<file path="src/vci_pkg.sv">
// Constants and types shared by the voltage command interpreter files
package vci_pkg;

   // ----------------------------------------------------------------
   // Link frame layout
   // ----------------------------------------------------------------
   localparam logic [2:0] FRAME_START      = 3'h2;
   localparam logic [2:0] HUNT_IDLE        = 3'h7;
   localparam int         FRAME_BODY_BITS  = 17;
   localparam logic [4:0] FRAME_LAST_BIT   = 5'h10;
   localparam int         ADDR_MSB         = 16;
   localparam int         ADDR_LSB         = 13;
   localparam int         CMD_MSB          = 12;
   localparam int         CMD_LSB          = 8;
   localparam int         REPLY_BITS       = 10;
   localparam logic [3:0] REPLY_LAST       = 4'ha;

   // ----------------------------------------------------------------
   // Bus addresses
   // ----------------------------------------------------------------
   localparam logic [3:0] ADDR_REG_FIRST   = 4'h0;
   localparam logic [3:0] ADDR_REG_SECOND  = 4'h1;
   localparam logic [3:0] ADDR_BCAST_A     = 4'hf;
   localparam logic [3:0] ADDR_BCAST_B     = 4'he;

   // ----------------------------------------------------------------
   // Command codes and acknowledge codes
   // ----------------------------------------------------------------
   localparam logic [4:0] CMD_TARGET_FAST  = 5'h01;
   localparam logic [4:0] CMD_TARGET_SLOW  = 5'h02;
   localparam logic [4:0] CMD_TARGET_DECAY = 5'h03;
   localparam logic [4:0] CMD_POWER_STATE  = 5'h04;
   localparam logic [4:0] CMD_REG_POINTER  = 5'h05;
   localparam logic [4:0] CMD_REG_WRITE    = 5'h06;
   localparam logic [4:0] CMD_REG_READ     = 5'h07;
   localparam logic [1:0] ACK_OK           = 2'h2;
   localparam logic [1:0] ACK_NAK          = 2'h1;
   localparam logic [1:0] ACK_REJECT       = 2'h3;

   // ----------------------------------------------------------------
   // Register file
   // ----------------------------------------------------------------
   localparam logic [7:0] REG_FAST_RAMP_RATE = 8'h24;
   localparam logic [7:0] REG_SLOW_RAMP_RATE = 8'h25;
   localparam logic [7:0] FAST_RATE_RST      = 8'h0a;
   localparam logic [7:0] POINTER_RST        = 8'h00;

   // ----------------------------------------------------------------
   // Power states
   // ----------------------------------------------------------------
   localparam logic [7:0] PS_FULL_POWER    = 8'h00;
   localparam logic [7:0] PS_FULL_ONEHOT   = 8'h01;
   localparam logic [7:0] PS_ONE_PHASE     = 8'h02;
   localparam logic [7:0] PS_SKIP          = 8'h04;
   localparam logic [7:0] PS_LOWEST        = 8'h04;
   localparam int         PS_SKIP_BIT      = 2;

   // ----------------------------------------------------------------
   // Timing
   // ----------------------------------------------------------------
   localparam int         CLK_PERIOD_NS    = 50;
   localparam int         RATE_TICK_NS     = 1000;
   localparam int         RATE_TICK_CYC    = RATE_TICK_NS / CLK_PERIOD_NS;
   localparam logic [4:0] RATE_TICK_LAST   = 5'(RATE_TICK_CYC - 1);
   localparam logic [4:0] STRAP_SYNC_LAST  = 5'h02;
   localparam logic [9:0] VID_STEP_MV      = 10'h005;
   localparam logic [9:0] VID_STEP_MV_SLOW = 10'h014;
   localparam logic [7:0] VID_RST          = 8'h00;

   // ----------------------------------------------------------------
   // Modes
   // ----------------------------------------------------------------
   typedef enum logic [1:0] {MODE_IDLE, MODE_FAST, MODE_SLOW, MODE_DECAY} vci_mode_t;
   typedef enum logic {RX_HUNT, RX_BODY} vci_rx_t;

endpackage

</file>
<file path="src/vci_link_rx.sv">
// Link pin synchroniser, edge finder and command frame receiver
`timescale 1ns/100ps
module vci_link_rx
   import vci_pkg::*;
(
   input  wire logic        clk,
   input  wire logic        rst_b,
   input  wire logic        sclk_pin,
   input  wire logic        sdio_pin,
   input  wire logic        hold,
   output logic             sclk_rise,
   output logic             sclk_fall,
   output logic             frame_valid,
   output logic [16:0]      frame_bits
);

   typedef struct packed {
      logic        sclk_s1;
      logic        sclk_s2;
      logic        sclk_s3;
      logic        sdio_s1;
      logic        sdio_s2;
      vci_rx_t     state;
      logic [2:0]  hunt;
      logic [4:0]  cnt;
      logic [16:0] shift;
      logic        valid;
      logic [16:0] bits;
   } vci_rx_state_t;

   vci_rx_state_t s_q;
   vci_rx_state_t s_d;
   logic          rise;
   logic [2:0]    hunt_next;

   assign rise        = s_q.sclk_s2 & ~s_q.sclk_s3;
   assign hunt_next   = {s_q.hunt[1:0], s_q.sdio_s2};
   assign sclk_rise   = rise;
   assign sclk_fall   = ~s_q.sclk_s2 & s_q.sclk_s3;
   assign frame_valid = s_q.valid;
   assign frame_bits  = s_q.bits;

   // ----------------------------------------------------------------
   // Frame capture
   // ----------------------------------------------------------------
   always_comb begin
      s_d         = s_q;
      s_d.sclk_s1 = sclk_pin;
      s_d.sclk_s2 = s_q.sclk_s1;
      s_d.sclk_s3 = s_q.sclk_s2;
      s_d.sdio_s1 = sdio_pin;
      s_d.sdio_s2 = s_q.sdio_s1;
      s_d.valid   = 1'b0;
      if (hold) begin
         s_d.state = RX_HUNT;
         s_d.hunt  = HUNT_IDLE;
      end else if (rise) begin
         unique case (s_q.state)
            RX_HUNT: begin
               s_d.hunt = hunt_next;
               if (hunt_next == FRAME_START) begin
                  s_d.state = RX_BODY;
                  s_d.cnt   = 5'h00;
               end
            end
            RX_BODY: begin
               s_d.shift = {s_q.shift[15:0], s_q.sdio_s2};
               s_d.cnt   = s_q.cnt + 5'h01;
               if (s_q.cnt == FRAME_LAST_BIT) begin
                  s_d.bits  = {s_q.shift[15:0], s_q.sdio_s2};
                  s_d.valid = 1'b1;
                  s_d.state = RX_HUNT;
                  s_d.hunt  = HUNT_IDLE;
               end
            end
         endcase
      end
   end

   always_ff @(posedge clk or negedge rst_b) begin
      if (!rst_b) begin
         s_q      <= '0;
         // Hunt starts at the idle-high wire level so no false start follows
         s_q.hunt <= HUNT_IDLE;
      end else begin
         s_q <= s_d;
      end
   end

endmodule

</file>
<file path="src/vci_core.sv">
// Voltage command interpreter: decode, ramp engine, power state and reply
`timescale 1ns/100ps
// Summary of operation
// - Broadcast addresses 1111b and 1110b also accepted
// - Code 01h ramps at fast rate
// - New target aborts ramp at once
// - Back-to-back target releases attention after ack
// - Same target asserts attention after ack
// - Upward target forces full-power state
// - Fast or slow ramp arrival sets settled flag, attention low
// - Code 02h ramps at quarter rate
// - Code 03h uncontrolled, settled, attention stays high
// - Decay preempts rising fast or slow ramp
// - Decay above setting rejected, target kept
// - Code 04h payload selects power state
// - Unsupported state gets NAK, lowest state
// - New power state only after ack
// - Upward target clears power state to 00h
// - Power state never preempts other work
// - Power state during controlled ramp rejected
// - Power state accepted during decay descent
// - Code 05h loads register pointer
// - Code 06h acknowledged, no register written
// - Code 07h returns named register contents
// - Fixed bus address 0 or 1
// - Unsupported register index rejected
module vci_core
   import vci_pkg::*;
#(
   parameter logic [3:0] BUS_ADDR = ADDR_REG_FIRST
)
(
   input  wire logic        CORE_CLK,
   input  wire logic        RST_B,
   input  wire logic        SCLK,
   input  wire logic        SDIO_IN,
   output logic             SDIO_OUT,
   output logic             SDIO_OE,
   output logic             ALERT_N,
   input  wire logic [7:0]  RAMP_STRAP_PIN,
   output logic [7:0]       VID_DAC,
   output logic [7:0]       TARGET_VID,
   output logic             OUTPUT_SETTLED_FLAG,
   output logic [7:0]       POWER_STATE,
   output logic             MULTIPHASE_EN,
   output logic             PULSE_SKIP_EN
);

   typedef struct packed {
      logic [7:0]  strap_s1;
      logic [7:0]  strap_s2;
      logic        strap_done;
      logic [7:0]  fast_rate;
      logic [4:0]  tick_cnt;
      logic        tick;
      logic [9:0]  acc;
      logic [7:0]  vid;
      logic [7:0]  target;
      vci_mode_t   mode;
      logic        settled;
      logic        alert_n;
      logic [7:0]  ps;
      logic [7:0]  ps_pend;
      logic [7:0]  ptr;
      logic        act_alert_rel;
      logic        act_alert_set;
      logic        act_ps_clr;
      logic        act_ps_load;
      logic        rbusy;
      logic [3:0]  rcnt;
      logic [9:0]  rshift;
      logic        sdio_out;
      logic        sdio_oe;
   } vci_core_state_t;

   vci_core_state_t s_q;
   vci_core_state_t s_d;
   logic            sclk_rise;
   logic            sclk_fall;
   logic            frame_valid;
   logic [16:0]     frame_bits;
   logic [3:0]      f_addr;
   logic [4:0]      f_cmd;
   logic [7:0]      f_pay;
   logic            addr_hit;
   logic            bcast;
   logic [1:0]      ack;
   logic [7:0]      rdata;
   logic [9:0]      step_thr;

   // ----------------------------------------------------------------
   // Helpers
   // ----------------------------------------------------------------
   function automatic logic reg_supported(input logic [7:0] idx);
      reg_supported = (idx == REG_FAST_RAMP_RATE) || (idx == REG_SLOW_RAMP_RATE);
   endfunction

   function automatic logic [7:0] reg_value(input logic [7:0] idx, input logic [7:0] fast);
      reg_value = (idx == REG_FAST_RAMP_RATE) ? fast : {2'h0, fast[7:2]};
   endfunction

   function automatic logic ps_supported(input logic [7:0] p);
      ps_supported = (p == PS_FULL_POWER) || (p == PS_FULL_ONEHOT) || (p == PS_ONE_PHASE) || (p == PS_SKIP);
   endfunction

   // ----------------------------------------------------------------
   // Link receiver
   // ----------------------------------------------------------------
   vci_link_rx u_rx (
      .clk         (CORE_CLK),
      .rst_b       (RST_B),
      .sclk_pin    (SCLK),
      .sdio_pin    (SDIO_IN),
      .hold        (s_q.rbusy),
      .sclk_rise   (sclk_rise),
      .sclk_fall   (sclk_fall),
      .frame_valid (frame_valid),
      .frame_bits  (frame_bits)
   );

   assign f_addr   = frame_bits[ADDR_MSB:ADDR_LSB];
   assign f_cmd    = frame_bits[CMD_MSB:CMD_LSB];
   assign f_pay    = frame_bits[7:0];
   assign bcast    = (f_addr == ADDR_BCAST_A) || (f_addr == ADDR_BCAST_B);
   assign addr_hit = bcast || (f_addr == BUS_ADDR);
   assign step_thr = (s_q.mode == MODE_SLOW) ? VID_STEP_MV_SLOW : VID_STEP_MV;

   // ----------------------------------------------------------------
   // Acknowledge and read data
   // ----------------------------------------------------------------
   always_comb begin
      ack   = ACK_REJECT;
      rdata = 8'h00;
      unique case (f_cmd)
         CMD_TARGET_FAST,
         CMD_TARGET_SLOW: begin
            ack = ACK_OK;
         end
         CMD_TARGET_DECAY: begin
            ack = (f_pay > s_q.target) ? ACK_REJECT : ACK_OK;
         end
         CMD_POWER_STATE: begin
            if (s_q.mode == MODE_FAST || s_q.mode == MODE_SLOW) begin
               ack = ACK_REJECT;
            end else begin
               ack = ps_supported(f_pay) ? ACK_OK : ACK_NAK;
            end
         end
         CMD_REG_POINTER,
         CMD_REG_READ: begin
            if (bcast) begin
               ack = ACK_NAK;
            end else if (reg_supported(f_pay)) begin
               ack = ACK_OK;
            end
            if (f_cmd == CMD_REG_READ && !bcast && reg_supported(f_pay)) begin
               rdata = reg_value(f_pay, s_q.fast_rate);
            end
         end
         CMD_REG_WRITE: begin
            ack = bcast ? ACK_NAK : ACK_OK;
         end
         default: begin
            ack = ACK_REJECT;
         end
      endcase
   end

   // ----------------------------------------------------------------
   // Next state
   // ----------------------------------------------------------------
   always_comb begin
      s_d          = s_q;
      s_d.strap_s1 = RAMP_STRAP_PIN;
      s_d.strap_s2 = s_q.strap_s1;
      s_d.tick     = 1'b0;

      // Strap caught once after reset release
      if (!s_q.strap_done && s_q.tick_cnt == STRAP_SYNC_LAST) begin
         s_d.strap_done = 1'b1;
         s_d.fast_rate  = s_q.strap_s2;
      end

      // Microsecond rate tick
      if (s_q.tick_cnt == RATE_TICK_LAST) begin
         s_d.tick_cnt = 5'h00;
         s_d.tick     = 1'b1;
      end else begin
         s_d.tick_cnt = s_q.tick_cnt + 5'h01;
      end

      // Ramp engine
      unique case (s_q.mode)
         MODE_IDLE: begin
            s_d.acc = 10'h000;
         end
         MODE_FAST,
         MODE_SLOW: begin
            if (s_q.tick) begin
               s_d.acc = s_q.acc + {2'h0, s_q.fast_rate};
            end else if (s_q.vid == s_q.target) begin
               s_d.mode    = MODE_IDLE;
               s_d.settled = 1'b1;
               s_d.alert_n = 1'b0;
            end else if (s_q.acc >= step_thr) begin
               s_d.acc = s_q.acc - step_thr;
               s_d.vid = (s_q.vid < s_q.target) ? s_q.vid + 8'h01 : s_q.vid - 8'h01;
            end
         end
         MODE_DECAY: begin
            if (s_q.vid <= s_q.target) begin
               s_d.vid     = s_q.target;
               s_d.mode    = MODE_IDLE;
               s_d.settled = 1'b1;
            end else if (s_q.tick) begin
               s_d.vid = s_q.vid - 8'h01;
            end
         end
      endcase

      // Command registration
      if (frame_valid && addr_hit) begin
         s_d.act_alert_rel = 1'b0;
         s_d.act_alert_set = 1'b0;
         s_d.act_ps_clr    = 1'b0;
         s_d.act_ps_load   = 1'b0;
         s_d.rbusy         = 1'b1;
         s_d.rcnt          = 4'h0;
         s_d.rshift        = {ack, rdata};
         unique case (f_cmd)
            CMD_TARGET_FAST,
            CMD_TARGET_SLOW: begin
               s_d.target        = f_pay;
               s_d.acc           = 10'h000;
               s_d.settled       = 1'b0;
               s_d.act_alert_rel = 1'b1;
               if (f_pay == s_q.vid) begin
                  s_d.mode          = MODE_IDLE;
                  s_d.act_alert_set = 1'b1;
               end else begin
                  s_d.mode = (f_cmd == CMD_TARGET_FAST) ? MODE_FAST : MODE_SLOW;
               end
               if (f_pay > s_q.vid) begin
                  s_d.act_ps_clr = 1'b1;
               end
            end
            CMD_TARGET_DECAY: begin
               if (ack == ACK_OK) begin
                  s_d.target        = f_pay;
                  s_d.mode          = MODE_DECAY;
                  s_d.settled       = 1'b0;
                  s_d.act_alert_rel = 1'b1;
               end
            end
            CMD_POWER_STATE: begin
               if (ack != ACK_REJECT) begin
                  s_d.act_ps_load = 1'b1;
                  s_d.ps_pend     = (ack == ACK_OK) ? f_pay : PS_LOWEST;
               end
            end
            CMD_REG_POINTER: begin
               if (ack == ACK_OK) begin
                  s_d.ptr = f_pay;
               end
            end
            CMD_REG_WRITE: begin
               s_d.ptr = s_q.ptr;
            end
            default: begin
               s_d.rshift = {ack, rdata};
            end
         endcase
      end

      // Reply shifter, bits change on falling link clock
      if (s_q.rbusy && sclk_fall) begin
         if (s_q.rcnt == REPLY_LAST) begin
            s_d.rbusy   = 1'b0;
            s_d.sdio_oe = 1'b0;
            if (s_q.act_alert_rel && !s_q.settled) begin
               s_d.alert_n = 1'b1;
            end
            if (s_q.act_alert_set) begin
               s_d.settled = 1'b1;
               s_d.alert_n = 1'b0;
            end
            if (s_q.act_ps_clr) begin
               s_d.ps = PS_FULL_POWER;
            end
            if (s_q.act_ps_load && s_q.mode != MODE_FAST && s_q.mode != MODE_SLOW) begin
               s_d.ps = s_q.ps_pend;
            end
            s_d.act_alert_rel = 1'b0;
            s_d.act_alert_set = 1'b0;
            s_d.act_ps_clr    = 1'b0;
            s_d.act_ps_load   = 1'b0;
         end else begin
            s_d.sdio_oe  = 1'b1;
            s_d.sdio_out = s_q.rshift[REPLY_BITS-1];
            s_d.rshift   = {s_q.rshift[8:0], 1'b0};
            s_d.rcnt     = s_q.rcnt + 4'h1;
         end
      end
   end

   // ----------------------------------------------------------------
   // State register
   // ----------------------------------------------------------------
   always_ff @(posedge CORE_CLK or negedge RST_B) begin
      if (!RST_B) begin
         s_q           <= '0;
         s_q.fast_rate <= FAST_RATE_RST;
         s_q.vid       <= VID_RST;
         s_q.target    <= VID_RST;
         s_q.mode      <= MODE_IDLE;
         s_q.alert_n   <= 1'b1;
         s_q.ps        <= PS_FULL_POWER;
         s_q.ptr       <= POINTER_RST;
      end else begin
         s_q <= s_d;
      end
   end

   // ----------------------------------------------------------------
   // Outputs
   // ----------------------------------------------------------------
   assign SDIO_OUT            = s_q.sdio_out;
   assign SDIO_OE             = s_q.sdio_oe;
   assign ALERT_N             = s_q.alert_n;
   assign VID_DAC             = s_q.vid;
   assign TARGET_VID          = s_q.target;
   assign OUTPUT_SETTLED_FLAG = s_q.settled;
   assign POWER_STATE         = s_q.ps;
   assign MULTIPHASE_EN       = (s_q.ps == PS_FULL_POWER) || (s_q.ps == PS_FULL_ONEHOT);
   assign PULSE_SKIP_EN       = s_q.ps[PS_SKIP_BIT];

endmodule

</file>
<file path="config.mk">
export PLATFORM = sky130hd
export DESIGN_NAME = vci_core
export DESIGN_NICKNAME = d
export VERILOG_FILES = /design/src/vci_pkg.sv /design/src/vci_link_rx.sv /design/src/vci_core.sv
export SDC_FILE = /design/constraint.sdc
export NUM_CORES = 1
export LEC_CHECK = 0
export BUFFER_PORTS_ARGS = -buffer_cell sky130_fd_sc_hd__buf_4
export CORE_UTILIZATION = 35
export DETAILED_ROUTE_END_ITERATION = 8
export PLACE_DENSITY = 0.51
export SLEW_MARGIN = 5
export SYNTH_ARGS = -nofsm -noshare
export SYNTH_HDL_FRONTEND = slang
export SYNTH_SLANG_ARGS = --single-unit
</file>
<file path="constraint.sdc">
create_clock -name CORE_CLK -period 2.7 [get_ports CORE_CLK]
set_input_delay 0.405 -clock CORE_CLK [delete_from_list [all_inputs] [get_ports CORE_CLK]]
set_output_delay 0.405 -clock CORE_CLK [all_outputs]
set_load 0.01 [all_outputs]
</file>
* Yosys cells after proc, flatten, opt, wreduce, memory -nomap -nowiden *
Index checks and enable logic that the tools add are counted.

word-level totals
  register bits = 146
  input port bits = 12
  output and inout port bits = 30
  word-level logic and storage cells = 190

cells by class
  add/subtract/negate cells = 7
  $lt $le $gt $ge = 5
  equality and inequality tests = 36
  mux-type cells = 62
  bitwise operators = 7
  reduce and logical (&&, ||, !) cells = 39

operators by type and width
  kind                number
  $mux 8              10
  $mux 18             4
  $mux 10             5
  $mux 44             1
  $mux 35             1
  $pmux 11 s2         1
  $mux 21             1
  $eq 5x3->1 const B  4
  $mux 5              4
  $pmux 10 s2         1
  $mux 19             1
  $pmux 9 s2          1
  $eq 8x1->1 const B  2
  $eq 8x6->1 const B  2
  $eq 8x8->1          2
  $gt 8x8->1          2
  $logic_not 8->1     2
  $mux 2              8
  $mux 4              4
  $pmux 8 s2          1
  $eq 5x2->1 const B  3
  $mux 15             1
  $reduce_and 3->1    5
  $eq 4x4->1 const B  3
  37 further kinds    87

* Logic depth before layout (Yosys ltp) *
  depth after elaboration = 14
  depth in mapped cells = 13

* Hierarchy *
A second synthesis with hierarchy kept.

unflattened totals
  cell total of the unflattened synthesis = 765
  area total of the unflattened synthesis = 8087.8 sq um

modules (own cells, without submodules)
  module       times used  cells an instance  area each (sq um)  seq. area each (sq um)
  vci_core     1           620                6040.8             2456.1
  vci_link_rx  1           145                2047.0             1178.6

* Worst setup path before layout *
Ideal clock, no wire load.

  path type = register to register
  start point = reg s_q[47] (netlist bit)
  end point = reg s_q (netlist bit VID_DAC[6])
  setup time = 0.121 ns
  arrival time = 2.629 ns
  required time = 2.579 ns
  path slack = -0.050 ns
  cell stages (with the launch flop) = 13
  clock period less this slack = 2.750 ns
  path through = dfrtp_1 inv_1 ha_1 inv_1 ha_1 nand2b_1 o41ai_1 o21a_1 o21ai_0 a31oi_1 clkbuf_1 o21ai_0 a22o_1

on the way
  word-level cells in the longest chain between the ends = 5

RTL lines
  what                               line                              RTL
  from (decl)                        vci_core.sv:76                    vci_core_state_t s_q;
  $eq 2x2->1                         vci_core.sv:126, vci_core.sv:193
  $mux 5                             vci_core.sv:126                   assign step_thr = (s_q.mode == MODE_SLOW) ? VID_STEP_MV_SLOW : VID_STEP_MV;
  $ge 10x5->1                        vci_core.sv:205                   end else if (s_q.acc >= step_thr) begin
  $ne 2x2->1 (no source line)        -
  $reduce_and 5->1 (no source line)  -

Several ways; a longest one is shown, not always the timed one.
A chain may end at the register's enable or synchronous reset.

* Final worst setup path *
  start point = reg u_rx.s_q (netlist bit u_rx.frame_bits[3])
  end point = reg s_q[31] (netlist bit)

on the way
  word-level cells in the longest chain between the ends = 9

RTL lines
  what                                                         line               RTL
  from (decl)                                                  vci_link_rx.sv:31  vci_rx_state_t s_q;
  $eq 8x1->1 or $logic_not 8->1 (tied branches)                vci_core.sv:103    ps_supported = (p == PS_FULL_POWER) || (p == PS_FULL_ONEHOT) || (p == PS_ONE_PHASE) || (p == PS_SKIP);
  $logic_or 1x1->1 (3 in series)                               vci_core.sv:103
  $mux 2                                                       vci_core.sv:146    ack = ps_supported(f_pay) ? ACK_OK : ACK_NAK;
  $mux 2                                                       vci_core.sv:143    if (s_q.mode == MODE_FAST || s_q.mode == MODE_SLOW) begin
  $pmux 2 s5 *                                                 vci_core.sv:134    unique case (f_cmd)
  $ne 2x2->1 or $eq 2x2->1 (tied branches)                     -
  $reduce_and 3->1 (no source line) or $mux 8 (tied branches)  -

Mark *: on every way between the ends. The rest lies on a longest branch, timed or not.

==> summary.txt <==
Iter 0 DRT Violations: 478
Share of layout cells above drive strength 1: 19.5%
Die Wd: 150 um
Post-synth EDFFs: 0
Number of vias per cell: 5.27
Remaining Overflow, GRT: 0
Gp weighted congestion: 0.847
Fmax achieved: 388 MHz
Data arrival time of the critical path: 2850 ps
Post-synthesis sequential area ratio: 47.2%
Placed insts: 1094
Setup TNS: 0 ps
FF+latch count, synth: 145
Post-Syn Instances: 785
Initial antenna violation count: 0
Placed Area: 8420 um^2
GRT Overall Usage: 17.6%
Delay of the slowest critical-path stage: 530 ps
Flop2flop setup slack: 120 ps
Ys flop type: dfrtp_1
Critical path, cell by cell: or4_4, or3_4, o2bb2ai_1, a2111o_1, or2_4, nor4_4, a22oi_1
Top cell type's share of synthesized area: 45.5%
First-pass GRT wire length: 30800 um
Die Ht: 150 um
Post-Syn Nets: 845
CTS H-tree depth: 4
Final Max Slew Viols: 0
Post-layout instance area: 9080 um^2
Min-delay worst type: in2reg
Area leader, netlist: dfrtp_1
Ys async rst share: 100%
Final core utilization: 42.7%
Placed wire-length estimate: 13500 um
Worst Setup End Kind: flop
Distinct cells, synth: 63
Ant. Diodes: 0
Fill count: 2024
Vias: 5963
Clock skew: 14.1 ps
Cell Rows: 53
DIE AREA: 22600 um^2
Layout Nets: 903
Syn Area/Cell: 9.81 um^2
Clk slew on worst S/H paths: 60 ps
Synth Cell Area: 7700 um^2
Core Box Area: 21300 um^2
Crit path kind: reg2reg
Worst path bufs/invs: 0
Worst-Margin Slew: 591 ps
Slew headroom: 60.3%
Top cells by area, synth: dfrtp_1, ha_1, nand2_1, mux2_2, o21ai_0
Clock Path Buffers: 2
Num ports: 42
Slowest CP cell: or4_4
RSZ-0062 raised after global routing: yes
Max-Cap Viols: 0
Total power draw: 5.00 mW
Clock root buffer: clkbuf_16
Fin crit period: 2580 ps
Leakage: 4.30 nW
PortBufs: 41
Routed length per instance: 16.8 um
Final WL: 19000 um
Worst vdd ir: 0.291 mV
Peak fanout along the critical path: 4
P&R area growth vs syn: 18.0%
Data required time at the worst endpoint: 2980 ps
Number of global-route vias before repair: 5993
Num CTS Buffers: 17
Final ANT Viol Nets: 0
CTS tree: done
Final Non-Filler Cells: 1131
CTS Sinks: 145
Final number of hold-violating endpoints: 0
Final Cycle Share: 95.5%
Worst skew pair latency: 420 ps
Yosys warnings: 0
Final setup fails: 0
Pre-Repair DR Iteration Count: 7
Most common cell after layout, fill and taps aside: dfrtp_1
Critical Path Start Type: flop
Largest net degree at the start of global routing: 72
CP top delay family: simple AND/OR/NAND/NOR gates
Initial Util: 36.2%
Status: complete, no violations
Pwr Density: 550 nW/um^2
# DRC: 0
Most frequent cells in the layout: dfrtp_1, nand2_1, buf_4
[power by group]
part           switching [mW]  internal (mW)
Sequential              0.114           2.29
Combinational           0.136          0.132
Clock                   0.928           1.40
Total                    1.18           3.82
[area by class of cell]
class	count	area, um^2	share of cell area (%)
Tap cell	275	344	3.79
Timing Repair Buffer	87	686	7.55
Clock inverter	11	130	1.43
Clock buffer	21	450	4.96
Sequential cell	145	3630	40.0
Multi-Input combinational cell	548	3670	40.4
Inverter	44	165	1.82
[cells by family (layout without fill, tap and decap cells)]
logic type	Yosys count	in the layout	share of synthesized area [%]
multiplexers	44	44	6.17
adder cells (fa/ha/maj)	49	49	8.03
flip-flops	145	145	47.2
XOR/XNOR	15	15	1.71
AO/OA/AOI/OAI	187	187	16.0
buffers and inverters	92	163	5.65
AND/OR/NAND/NOR	253	253	15.2
[final timing paths]
| check | from | end | cells past startpoint |
|---|---|---|---|
| setup / recovery | u_rx.frame_bits[3] | s_q[31] | 7 |
| hold / removal | SCLK | u_rx.s_d[47] | 1 |
| setup reg to reg | u_rx.frame_bits[3] | s_q[31] | 7 |
| hold reg to reg | u_rx.s_d[44] | u_rx.hunt_next[0] | 0 |
| max in group asynchronous | RST_B | s_q[84] | 3 |
| min in group asynchronous | RST_B | s_q[66] | 2 |
[synthesized netlist by cell type (3+ instances only)]
cell,count
o22ai_1,9
nand2b_1,5
a21o_1,10
dfstp_2,5
a21oi_1,33
inv_1,44
a221oi_1,3
or4_1,5
nor2_1,61
and3_1,3
nor4_1,3
buf_4,24
xnor2_1,11
nand2_1,105
a22o_1,19
or2_2,3
o211ai_1,5
a211oi_1,5
ha_1,47
xor2_1,4
o2bb2ai_1,7
or3_1,3
nor2b_1,3
nand4_1,5
a31oi_1,5
nand3b_1,4
and2_1,8
o21a_1,8
o21ai_1,3
mux2i_1,16
nor3_1,18
mux2_2,28
a22oi_1,3
o21ai_0,53
clkbuf_1,23
nor3b_1,5
dfrtp_1,140
nand3_1,17
[metal layers]
layer | up-vias | GRT usage [%] | wire length, um
li1 | 2869 | - | -
met1 | 2952 | 22.4 | 8730
met2 | 117 | 29.3 | 9190
met3 | 25 | 3.61 | 625
met4 | 0 | 6.31 | 403
met5 | - | 0 | 0
[through the flow]
stage,hold WS (ps),setup slack [ps]
2_1_floorplan,109,35.9
3_3_place_gp,336,101
3_5_place_dp,335,50.5
4_1_cts,71.4,19.7
5_1_grt,71.6,-43.8
6_report,92.5,123
[flip-flops by register name (all words and copies together), names as in the netlist, 3 cells and up]
signal / flops
u_rx.frame_bits: 17
VID_DAC: 8
TARGET_VID: 8
u_rx.s_q: 23
POWER_STATE: 8
u_rx.s_d: 3
s_d: 8
u_rx.hunt_next: 3
s_q: 62
[timing repair]
item / 4_1_cts / 5_1_grt
resized for setup: 0 / 14
setup endpoints to repair: 0 / 25
buffers inserted: 0 / 3
hold buffers: 1 / 0
hold endpoints to repair: 46 / 0
(Power assumes the default switching activity.)
